`src/core/rfac_pkg.sv`:
```
// Package: register map, field layout, reset values and carrier types of the rotation block
package rfac_pkg;

  // Register indexes; the byte address on the bus is four times the index
  localparam logic [7:0] IDX_EFFECTS = 8'h71;
  localparam logic [7:0] IDX_START_LO = 8'h74;
  localparam logic [7:0] IDX_START_MID = 8'h75;
  localparam logic [7:0] IDX_START_HI = 8'h76;
  localparam logic [7:0] IDX_PITCH_LO = 8'h78;
  localparam logic [7:0] IDX_PITCH_HI = 8'h79;
  localparam logic [7:0] IDX_FETCH_CTRL = 8'h60;
  localparam logic [7:0] IDX_FETCH_WORDS = 8'h61;
  localparam logic [7:0] IDX_FETCH_LINES = 8'h62;
  localparam logic [7:0] IDX_FETCH_STATUS = 8'h63;
  localparam logic [7:0] IDX_FETCH_ADDR = 8'h64;

  // Bus geometry
  localparam int ADR_W = 10;
  localparam int ADR_IDX_LSB = 2;
  localparam int ADR_IDX_MSB = 9;

  // Field layout
  localparam int ROT_LSB = 0;
  localparam int ROT_MSB = 1;
  localparam int START_W = 17;
  localparam int PITCH_W = 10;
  localparam int CNT_W = 10;
  localparam int START_HI_BIT = 16;
  localparam int PITCH_HI_MSB = 9;
  localparam int CTRL_GO_BIT = 0;
  localparam int STAT_BUSY_BIT = 0;

  // Reset values
  localparam logic [7:0] EFFECTS_RST = 8'h00;
  localparam logic [START_W-1:0] START_RST = 17'h00000;
  localparam logic [PITCH_W-1:0] PITCH_RST = 10'h000;
  localparam logic [CNT_W-1:0] CNT_RST = 10'h000;
  localparam logic [31:0] RDATA_ZERO = 32'h00000000;

  // Rotation select codes
  typedef enum logic [1:0] {
    ROT_0 = 2'b00,
    ROT_90 = 2'b01,
    ROT_180 = 2'b10,
    ROT_270 = 2'b11
  } rfac_rot_type;

  // Classic Wishbone request from the master
  typedef struct packed {
    logic cyc;
    logic stb;
    logic we;
    logic [ADR_W-1:0] adr;
    logic [3:0] sel;
    logic [31:0] dat;
  } rfac_wb_req_type;

  // Wishbone answer to the master
  typedef struct packed {
    logic ack;
    logic [31:0] dat;
  } rfac_wb_rsp_type;

  // Live configuration seen by the display pipeline
  typedef struct packed {
    rfac_rot_type rot;
    logic [START_W-1:0] start;
    logic [PITCH_W-1:0] pitch;
    logic [7:0] effects;
  } rfac_cfg_type;

  // One dword fetch request toward display memory
  typedef struct packed {
    logic valid;
    logic [START_W-1:0] addr;
    logic lineEnd;
    logic frameEnd;
  } rfac_fetch_type;

endpackage

```
`src/core/rfac_fetch_gen.sv`:
```
// Dword fetch address walker that follows the selected rotation
`timescale 1ns/1ps
module rfac_fetch_gen (
  input wire logic clk_sys,
  input wire logic sys_rst,
  input wire logic goPulse,
  input wire rfac_pkg::rfac_cfg_type cfg,
  input wire logic [rfac_pkg::CNT_W-1:0] wordsPerLine,
  input wire logic [rfac_pkg::CNT_W-1:0] lineCount,
  input wire logic fetchReady,
  output rfac_pkg::rfac_fetch_type fetch,
  output logic busy
);
  import rfac_pkg::*;

  typedef enum logic [0:0] {
    ST_IDLE = 1'b0,
    ST_RUN = 1'b1
  } rfac_fstate_type;

  // Signed dword step, wrapped modulo the buffer address space
  function automatic logic [START_W-1:0] stepAddr(
    input logic [START_W-1:0] base,
    input logic [START_W-1:0] mag,
    input logic neg
  );
    stepAddr = neg ? base - mag : base + mag;
  endfunction

  rfac_fstate_type state_ff; // Walker state
  logic [START_W-1:0] lineBase_ff; // First dword of current line
  logic [START_W-1:0] pitchX_ff; // Pitch latched at frame start
  rfac_rot_type rot_ff; // Rotation latched at frame start
  logic [CNT_W-1:0] words_ff; // Words per line latched
  logic [CNT_W-1:0] lines_ff; // Lines per frame latched
  logic [CNT_W-1:0] wordCnt_ff; // Word index inside line
  logic [CNT_W-1:0] lineCnt_ff; // Line index inside frame
  logic [START_W-1:0] wordMag; // Step size along a line
  logic [START_W-1:0] lineMag; // Step size between lines
  logic wordNeg; // Along-line step goes down
  logic lineNeg; // Between-line step goes down
  logic take; // Current fetch accepted
  logic lastWord; // Current word ends its line
  logic lastLine; // Current line ends the frame

  // Step directions per rotation; all in dwords so any colour depth works
  always_comb begin
    wordMag = START_W'(1);
    lineMag = pitchX_ff;
    wordNeg = 1'b0;
    lineNeg = 1'b0;
    unique case (rot_ff)
      ROT_0: begin
        wordMag = START_W'(1);
        lineMag = pitchX_ff;
      end
      ROT_90: begin
        wordMag = pitchX_ff;
        lineMag = START_W'(1);
        lineNeg = 1'b1;
      end
      ROT_180: begin
        wordMag = START_W'(1);
        lineMag = pitchX_ff;
        wordNeg = 1'b1;
        lineNeg = 1'b1;
      end
      ROT_270: begin
        wordMag = pitchX_ff;
        lineMag = START_W'(1);
        wordNeg = 1'b1;
      end
    endcase
  end

  assign take = fetch.valid & fetchReady;
  assign lastWord = (wordCnt_ff == words_ff - CNT_W'(1));
  assign lastLine = (lineCnt_ff == lines_ff - CNT_W'(1));
  assign busy = (state_ff == ST_RUN);

  // Frame walk; settings are latched so register writes mid-frame cannot tear it
  always_ff @(posedge clk_sys) begin
    if (sys_rst) begin
      state_ff <= ST_IDLE;
      lineBase_ff <= START_RST;
      pitchX_ff <= START_RST;
      rot_ff <= ROT_0;
      words_ff <= CNT_RST;
      lines_ff <= CNT_RST;
      wordCnt_ff <= CNT_RST;
      lineCnt_ff <= CNT_RST;
      fetch <= '0;
    end else begin
      unique case (state_ff)
        ST_IDLE: begin
          // A zero-sized frame is ignored
          if (goPulse && wordsPerLine != CNT_RST && lineCount != CNT_RST) begin
            state_ff <= ST_RUN;
            rot_ff <= cfg.rot;
            pitchX_ff <= START_W'(cfg.pitch);
            words_ff <= wordsPerLine;
            lines_ff <= lineCount;
            lineBase_ff <= cfg.start;
            wordCnt_ff <= CNT_RST;
            lineCnt_ff <= CNT_RST;
            fetch.valid <= 1'b1;
            fetch.addr <= cfg.start;
            fetch.lineEnd <= (wordsPerLine == CNT_W'(1));
            fetch.frameEnd <= (wordsPerLine == CNT_W'(1)) && (lineCount == CNT_W'(1));
          end
        end
        ST_RUN: begin
          if (take) begin
            if (lastWord && lastLine) begin
              // Frame done
              state_ff <= ST_IDLE;
              fetch <= '0;
            end else if (lastWord) begin
              // Next line starts one line step from the previous line start
              lineBase_ff <= stepAddr(lineBase_ff, lineMag, lineNeg);
              fetch.addr <= stepAddr(lineBase_ff, lineMag, lineNeg);
              wordCnt_ff <= CNT_RST;
              lineCnt_ff <= lineCnt_ff + CNT_W'(1);
              fetch.lineEnd <= (words_ff == CNT_W'(1));
              fetch.frameEnd <= (words_ff == CNT_W'(1)) &&
                                (lineCnt_ff + CNT_W'(2) == lines_ff);
            end else begin
              // Next dword along the line
              fetch.addr <= stepAddr(fetch.addr, wordMag, wordNeg);
              wordCnt_ff <= wordCnt_ff + CNT_W'(1);
              fetch.lineEnd <= (wordCnt_ff + CNT_W'(2) == words_ff);
              fetch.frameEnd <= (wordCnt_ff + CNT_W'(2) == words_ff) && lastLine;
            end
          end
        end
      endcase
    end
  end

endmodule // rfac_fetch_gen

```
`src/core/rfac_top.sv`:
```
// Rotation configuration registers with Wishbone slave and frame fetch walker
// Summary of operation
// - Two-bit select gives 0, 90, 180, 270
// - Start dword address 17 bits, three bytes
// - Start value zero is first buffer dword
// - Line pitch 10 bits over two bytes
// - Rotation works at every colour depth
`timescale 1ns/1ps
module rfac_top (
  input wire logic clk_sys,
  input wire logic sys_rst,
  input wire rfac_pkg::rfac_wb_req_type wbReq,
  output rfac_pkg::rfac_wb_rsp_type wbRsp,
  output rfac_pkg::rfac_cfg_type cfgOut,
  input wire logic fetchReady,
  output rfac_pkg::rfac_fetch_type fetchOut
);
  import rfac_pkg::*;

  // Bus timing: a request is taken on the edge where cyc and stb stand with ack low;
  // the store happens on that edge and ack follows one cycle later, for one cycle only.
  // Registering ack costs a cycle per access but keeps the read mux off the return path.
  // Configuration leaves through one register stage, so the walker and the display side
  // see an effects, start or pitch byte write one edge after the register itself has changed; the counts reach the walker directly.

  // Stored registers
  logic [7:0] effects_ff; // Swap, sub-window and rotation bits
  logic [START_W-1:0] start_ff; // Main window start dword
  logic [PITCH_W-1:0] pitch_ff; // Main window dwords per line
  logic [CNT_W-1:0] words_ff; // Fetch words per display line
  logic [CNT_W-1:0] lines_ff; // Fetch display lines per frame
  logic go_ff; // One-cycle frame start pulse
  logic busy; // Walker running
  logic [7:0] idx; // Register index from the byte address
  logic wrStb; // Write accepted this cycle
  logic rdStb; // Read accepted this cycle
  logic [31:0] nxt_rdData; // Read mux result

  // Word index from a byte address; the two low address bits are ignored
  // Byte offsets 1 to 3 of a word therefore reach the same register
  assign idx = wbReq.adr[ADR_IDX_MSB:ADR_IDX_LSB];
  // Each access is taken once, in the cycle before ack rises
  // Strobes are combinational from the bus and the registered ack
  assign wrStb = wbReq.cyc & wbReq.stb & wbReq.we & ~wbRsp.ack;
  assign rdStb = wbReq.cyc & wbReq.stb & ~wbReq.we & ~wbRsp.ack;

  // Lane 0 write to one register index; shared by the effects register and the go bit
  function automatic logic wrLane0(
    input logic taken,
    input logic [7:0] at,
    input logic [7:0] want,
    input logic lane0
  );
    wrLane0 = taken && (at == want) && lane0;
  endfunction

  // Effects control: all eight bits stored, rotation steers the walker
  // Swap and sub-window bits are kept for readback and passed on in cfgOut.effects; nothing here acts on them
  // A rotation change takes hold at the next frame start, never inside a running frame
  always_ff @(posedge clk_sys) begin
    if (sys_rst) begin
      // Rotation returns to none
      effects_ff <= EFFECTS_RST;
    end else if (wrLane0(wrStb, idx, IDX_EFFECTS, wbReq.sel[0])) begin
      // Whole byte stored in one write
      effects_ff <= wbReq.dat[7:0];
    end
  end

  // Start dword address, written byte by byte; only bit 16 lives in the top byte
  // No shadow copy: a frame started between two byte writes sees a mixed address,
  // so software writes all three bytes before it asks for a frame
  always_ff @(posedge clk_sys) begin
    if (sys_rst) begin
      // First dword of the buffer
      start_ff <= START_RST;
    end else if (wrStb && wbReq.sel[0]) begin
      unique case (idx)
        IDX_START_LO: begin
          start_ff[7:0] <= wbReq.dat[7:0];
        end
        IDX_START_MID: begin
          start_ff[15:8] <= wbReq.dat[7:0];
        end
        IDX_START_HI: begin
          // Bits 7 to 1 of this byte are not stored and read as zero
          start_ff[START_HI_BIT] <= wbReq.dat[0];
        end
        default: begin
          // Other indexes leave the address alone
          start_ff <= start_ff;
        end
      endcase
    end
  end

  // Line pitch in dwords; top byte keeps two bits
  // The walker steps lines by this count, so a padded virtual line is just a larger value
  always_ff @(posedge clk_sys) begin
    if (sys_rst) begin
      // Zero pitch: at 0 and 180 degrees every line restarts at the same dword
      pitch_ff <= PITCH_RST;
    end else if (wrStb && wbReq.sel[0]) begin
      if (idx == IDX_PITCH_LO) begin
        pitch_ff[7:0] <= wbReq.dat[7:0];
      end else if (idx == IDX_PITCH_HI) begin
        // Only bits 9 and 8 exist; the rest of the byte is dropped
        pitch_ff[PITCH_HI_MSB:8] <= wbReq.dat[1:0];
      end
    end
  end

  // Frame geometry for the walker; the host must size lines to the pitch it chose
  // Both counts take the two low byte lanes, as they are wider than a byte
  // A zero in either count makes the walker ignore the go request
  always_ff @(posedge clk_sys) begin
    if (sys_rst) begin
      // An empty frame until software sizes one
      words_ff <= CNT_RST;
      lines_ff <= CNT_RST;
    end else if (wrStb) begin
      if (idx == IDX_FETCH_WORDS) begin
        // Words fetched per display line
        if (wbReq.sel[0]) begin
          words_ff[7:0] <= wbReq.dat[7:0];
        end
        if (wbReq.sel[1]) begin
          words_ff[CNT_W-1:8] <= wbReq.dat[CNT_W-1:8];
        end
      end else if (idx == IDX_FETCH_LINES) begin
        // Display lines per frame
        if (wbReq.sel[0]) begin
          lines_ff[7:0] <= wbReq.dat[7:0];
        end
        if (wbReq.sel[1]) begin
          lines_ff[CNT_W-1:8] <= wbReq.dat[CNT_W-1:8];
        end
      end
    end
  end

  // Start pulse; a request while a frame runs is dropped so the frame is not torn
  // The drop is silent: software polls the busy status before it asks again
  always_ff @(posedge clk_sys) begin
    if (sys_rst) begin
      // No frame pending out of reset
      go_ff <= 1'b0;
    end else begin
      // High for one cycle per accepted request
      go_ff <= wrLane0(wrStb, idx, IDX_FETCH_CTRL, wbReq.sel[0]) &&
               wbReq.dat[CTRL_GO_BIT] && !busy;
    end
  end

  // Read mux; unmapped indexes and unused bits read as zero
  // The go bit is write only, so its index falls through to the zero default
  // The address readback is live; software sees it move while a frame runs
  always_comb begin
    nxt_rdData = RDATA_ZERO;
    unique case (idx)
      IDX_EFFECTS: nxt_rdData[7:0] = effects_ff;
      IDX_START_LO: nxt_rdData[7:0] = start_ff[7:0];
      IDX_START_MID: nxt_rdData[7:0] = start_ff[15:8];
      IDX_START_HI: nxt_rdData[0] = start_ff[START_HI_BIT];
      IDX_PITCH_LO: nxt_rdData[7:0] = pitch_ff[7:0];
      IDX_PITCH_HI: nxt_rdData[1:0] = pitch_ff[PITCH_HI_MSB:8];
      IDX_FETCH_WORDS: nxt_rdData[CNT_W-1:0] = words_ff;
      IDX_FETCH_LINES: nxt_rdData[CNT_W-1:0] = lines_ff;
      IDX_FETCH_STATUS: nxt_rdData[STAT_BUSY_BIT] = busy;
      IDX_FETCH_ADDR: nxt_rdData[START_W-1:0] = fetchOut.addr;
      default: nxt_rdData = RDATA_ZERO;
    endcase
  end

  // Bus answer: ack one cycle after the strobe, dropped the next cycle
  // The drop is forced by the ~ack term in the strobes, so a master that holds stb
  // after ack gets a second access on the cycle after the ack; read data is zero whenever ack is low
  always_ff @(posedge clk_sys) begin
    if (sys_rst) begin
      // Idle bus answer
      wbRsp <= '0;
    end else begin
      // Every taken access is answered, mapped or not
      wbRsp.ack <= wrStb | rdStb;
      wbRsp.dat <= rdStb ? nxt_rdData : RDATA_ZERO;
    end
  end

  // Registered copy of the live configuration for the display pipeline
  // Registering here keeps every output on a flip-flop and gives the walker a clean
  // copy to latch; the cost is one cycle of delay after each byte write
  always_ff @(posedge clk_sys) begin
    if (sys_rst) begin
      // Start address zero is the first dword of the buffer
      cfgOut <= '0;
    end else begin
      // Rotation field decoded into its select code
      cfgOut.rot <= rfac_rot_type'(effects_ff[ROT_MSB:ROT_LSB]);
      cfgOut.start <= start_ff;
      cfgOut.pitch <= pitch_ff;
      cfgOut.effects <= effects_ff;
    end
  end

  // Walker reads the registered configuration, one cycle behind the registers
  // It latches rotation, start, pitch and counts at frame start and keeps them to the end
  rfac_fetch_gen u_fetch (
    .clk_sys(clk_sys),
    .sys_rst(sys_rst),
    .goPulse(go_ff),
    .cfg(cfgOut),
    .wordsPerLine(words_ff),
    .lineCount(lines_ff),
    .fetchReady(fetchReady),
    .fetch(fetchOut),
    .busy(busy)
  );

endmodule // rfac_top

```
`config.mk`:
```
export PLATFORM = sky130hd
export DESIGN_NAME = rfac_top
export DESIGN_NICKNAME = d
export VERILOG_FILES = /design/src/core/rfac_pkg.sv /design/src/core/rfac_fetch_gen.sv /design/src/core/rfac_top.sv
export SDC_FILE = /design/constraint.sdc
export NUM_CORES = 1
export LEC_CHECK = 0
export ABC_AREA = 1
export BUFFER_PORTS_ARGS = -buffer_cell sky130_fd_sc_hd__clkbuf_2
export CAP_MARGIN = 25
export CORE_UTILIZATION = 40
export CTS_CLUSTER_DIAMETER = 80
export DETAILED_ROUTE_END_ITERATION = 12
export MAX_ROUTING_LAYER = met4
export PLACE_DENSITY_LB_ADDON = 0.3
export RECOVER_POWER = 50
export SLEW_MARGIN = 20
export SYNTH_ARGS = -nofsm -noshare
export SYNTH_HDL_FRONTEND = slang
export SYNTH_HIERARCHICAL = 1
export SYNTH_SLANG_ARGS = --single-unit
```
`constraint.sdc`:
```
create_clock -name clk_sys -period 3.8 [get_ports clk_sys]
set_input_delay 0.38 -clock clk_sys [delete_from_list [all_inputs] [get_ports clk_sys]]
set_output_delay 0.38 -clock clk_sys [all_outputs]
set_load 0.01 [all_outputs]
```
==> impl_metrics.py <==
metrics = {
    "routing": {
        "wl_per_cell_um": 15.9,
        "drt-vias-per-instance": 5.17,
        "wl_um": 36000,
        "drtIter0Drc": 955,
        "drcViolationCount": 0,
        "vias": 11702,
        "detail-route-antenna-nets": 0,
        "dr.pass1.iters": 5,
    },
    "floorplan": {
        "coreArea_um2": 28900,
        "dieHeight_um": 174,
        "dieArea_um2": 30300,
        "pin_count": 142,
        "start_util_pct": 40.9,
        "fp.dieW_um": 174,
        "row_count": 62,
    },
    "synthesis": {
        "synth_top_cell_area_share_pct": 33.7,
        "synth_most_common_cell": "nand2_1",
        "synth_ff_type": "dfxtp_1",
        "synth_area_leaders": "dfxtp_1 (34%), nand2_1 (12%), nor2_1 (8.3%), inv_1 (6.3%), o21ai_0 (6.0%)",
        "synth.distinct_cells": 44,
        "synth_seq_cells": 199,
        "ys_warn_count": 6,
        "netlist_top_cells_count": "nand2_1 (389), nor2_1 (263), dfxtp_1 (199)",
        "synth_area_um2": 11800,
        "synth-seq-area-share_pct": 33.7,
        "synth_edf_count": 0,
        "synth_top_area_cell": "dfxtp_1",
        "async_flop_share_pct": 0,
        "synthCells": 1801,
        "syn_area_per_cell_um2": 6.57,
    },
    "clock_network": {
        "cts-htree-levels": 4,
        "root_buffer": "clkbuf_16",
        "cts.clk_slew.worst_paths_ns": 0.09,
        "clock_sinks": 199,
        "cts_buffers": 17,
        "tritoncts": "yes",
        "clock_path_buffers": 2,
        "clock_latency_ns": 0.45,
        "cts_setup_buffers": 0,
        "holdBufCountCts": 0,
        "ctsResizeCount": 0,
    },
    "worst_setup_path": {
        "worst_setup_path_end_kind": "register",
        "crit_path_max_incr_delay_ns": 0.37,
        "cp_top_family": "simple AND/OR/NAND/NOR gates",
        "worstPathArrival_ns": 3.73,
        "crit_path_top_delay_cell": "ha_1",
        "critPathMaxFanout": 12,
        "critPathRequiredTime_ns": 4.19,
        "path_cells": "buf_4 -> nor2_1 -> inv_1 -> nor3_1 -> nand3_1 -> nand2_1 -> o21ai_0 -> xor2_1 -> ha_1 -> nand2_1 -> inv_1 -> a21oi_1 -> nor2_1 -> nor2_1 -> a21oi_1 -> nor2_1 -> nand2_1 -> nand2_1 -> o21ai_0 -> a21oi_1",
        "worst_setup_path_start_kind": "register",
        "crit_type": "register to register",
        "cp_num_buf_inv": 3,
    },
    "sta": {
        "finalSetupViolCount": 0,
        "maxSlewHeadroom_pct": -34.3,
        "min_period_ns": 3.34,
        "fin_crit_sh_pct": 87.8,
        "rsz0062_at_grt": "no",
        "worst_slew_pin_slew_ns": 2.01,
        "fin_skew_ns": 0.0125,
        "hold_viol_final": 0,
        "drv_slew": 80,
        "fin_tns_setup_ns": 0,
        "fmax_ghz": 0.300,
    },
    "global_routing": {
        "grt_start_max_net_pins": 50,
        "grt_pass1_vias": 10515,
        "grt_pass1_wl_um": 57300,
        "grt-ovfl-total": 0,
        "antenna_found_initial": 0,
        "track_usage_pct": 24.8,
    },
    "worst_hold_path": {
        "hp-class": "primary input to register",
    },
    "placed_design": {
        "post-dp-hpwl_um": 27700,
        "io_buffers": 100,
        "place_congestion": 0.950,
    },
    "finish": {
        "drive_gt1_share_pct": 6.33,
        "seqCellArea_um2": 3980,
        "area_growth_pct": 10.6,
        "multiInputGateArea_um2": 6660,
        "diodes": 0,
        "fillers": 3067,
        "fin_nets": 1966,
    },
    "pwr": {
        "p_sw_share_pct": 28.5,
        "p_sw_mw": 1.23,
        "ir_drop_v": 0.000281,
        "p_leak_nw": 5.80,
        "power.density_nw_per_um2": 330,
        "pwr-share-seq_pct": 48.8,
        "p_clk_share_pct": 45.8,
        "total_power_mw": 4.32,
        "p_int_mw": 3.09,
        "pwr-share-comb_pct": 5.4,
    },
    "outcome": {
        "violations": "capacitance limit, slew limit",
        "status": "finished with violations",
    },
    "run": {
        "max_cap_viol_count": 2,
    },
}
flip-flops by register name, summed over array words and instances, names as in the netlist, 8 cells and up:
register	cells
cfgOut	35
u_fetch/fetch	20
wbRsp	18
start_ff	17
u_fetch/lineBase_ff	17
lines_ff	10
pitch_ff	10
u_fetch/lineCnt_ff	10
u_fetch/lines_ff	10
u_fetch/pitchX_ff	10
u_fetch/wordCnt_ff	10
u_fetch/words_ff	10
words_ff	10
effects_ff	8
cells by family (layout without fill, tap and decap cells):
group,count (synthesis),after routing,share of synthesized area (%)
buffers and inverters,291,357,10.4
and+or+nand+nor,869,869,31.0
DFF,199,199,33.7
AOI/OAI and AO/OA,324,324,14.6
xor gates and xnor gates,71,71,5.26
other,1,15,0.0317
adders and majority gates,46,46,4.99
final timing paths:
check                                 startpoint                        endpoint  slack [ns]  cells past startpoint
setup / recovery  u_fetch/rot_ff[0]$_SDFFE_PP0P_  u_fetch/fetch[16]$_SDFFE_PP0P_        0.46                     20
hold / removal                         wbReq[48]            wbRsp[32]$_SDFF_PP0_        0.19                      3
setup reg to reg  u_fetch/rot_ff[0]$_SDFFE_PP0P_  u_fetch/fetch[16]$_SDFFE_PP0P_        0.46                     20
hold reg to reg         start_ff[0]$_SDFFE_PP0P_           cfgOut[18]$_SDFF_PP0_        0.45                      2
power groups by stage:
stage / combinational, mW / sequential (mW) / clock (mW)
final: 0.233 / 2.11 / 1.98
after floorplan: 0.171 / 2.15 / 0
after global placement: 0.229 / 2.16 / 0
after global routing: 0.260 / 2.11 / 2.09
after CTS: 0.232 / 2.11 / 2.02
after detailed placement: 0.231 / 2.16 / 0
area by class of cell:
type | instances | area share (%)
Sequential cell | 199 | 30.4
Clock inverter | 15 | 1.67
Tap cell | 384 | 3.67
Clock buffer | 17 | 3.25
Inverter | 209 | 5.99
Timing Repair Buffer | 116 | 4.05
Multi-Input combinational cell | 1325 | 50.9
metal layers:
layer	wire, um	up-vias	global-route usage [%]
met4	838	0	7.02
met5	0	-	-
met3	2350	52	3.76
li1	-	5900	-
met1	16800	5331	33.3
met2	16100	419	38.4
placed cells by master (no fill, tap or decap), types with 12 or more instances in the layout:
cell type    n
a21oi_1    128
nand2_2     16
clkbuf_1    78
dfxtp_1    199
o21ai_0    144
clkbuf_16   17
nand2_1    388
nand4_1     22
clkbuf_2    24
nor2_1     264
xnor2_1     23
xor2_1      48
ha_1        44
conb_1      15
inv_2       12
nor3_1      15
inv_1      196
buf_4       13
nand3_1    133
stage by stage:
stage / std cells / hold slack [ns] / utilization (%) / area, um2 / setup WS [ns]
5_1_grt: 2265 / 0.190 / 45.2 / 13100 / 0.0988
3_5_place_dp: 2233 / 0.434 / 43.4 / 12500 / 0.536
4_1_cts: 2265 / 0.185 / 45.6 / 13200 / 0.507
2_1_floorplan: 1815 / 0.413 / - / 11900 / 0.716
6_report: 2265 / 0.193 / 45.2 / 13100 / 0.462
3_3_place_gp: 2233 / 0.431 / 43.4 / 12500 / 0.554
worst reg2reg max path, cell delays in order, from the launching register on:
cell	delay [ns]
dfxtp_1	0.32
buf_4	0.17
nor2_1	0.18
inv_1	0.08
nor3_1	0.23
nand3_1	0.15
nand2_1	0.11
o21ai_0	0.22
xor2_1	0.23
ha_1	0.37
nand2_1	0.18
inv_1	0.06
a21oi_1	0.20
nor2_1	0.06
nor2_1	0.12
a21oi_1	0.08
nor2_1	0.13
nand2_1	0.06
nand2_1	0.10
o21ai_0	0.10
a21oi_1	0.12
Note: power is estimated with default switching activity, not from simulation.
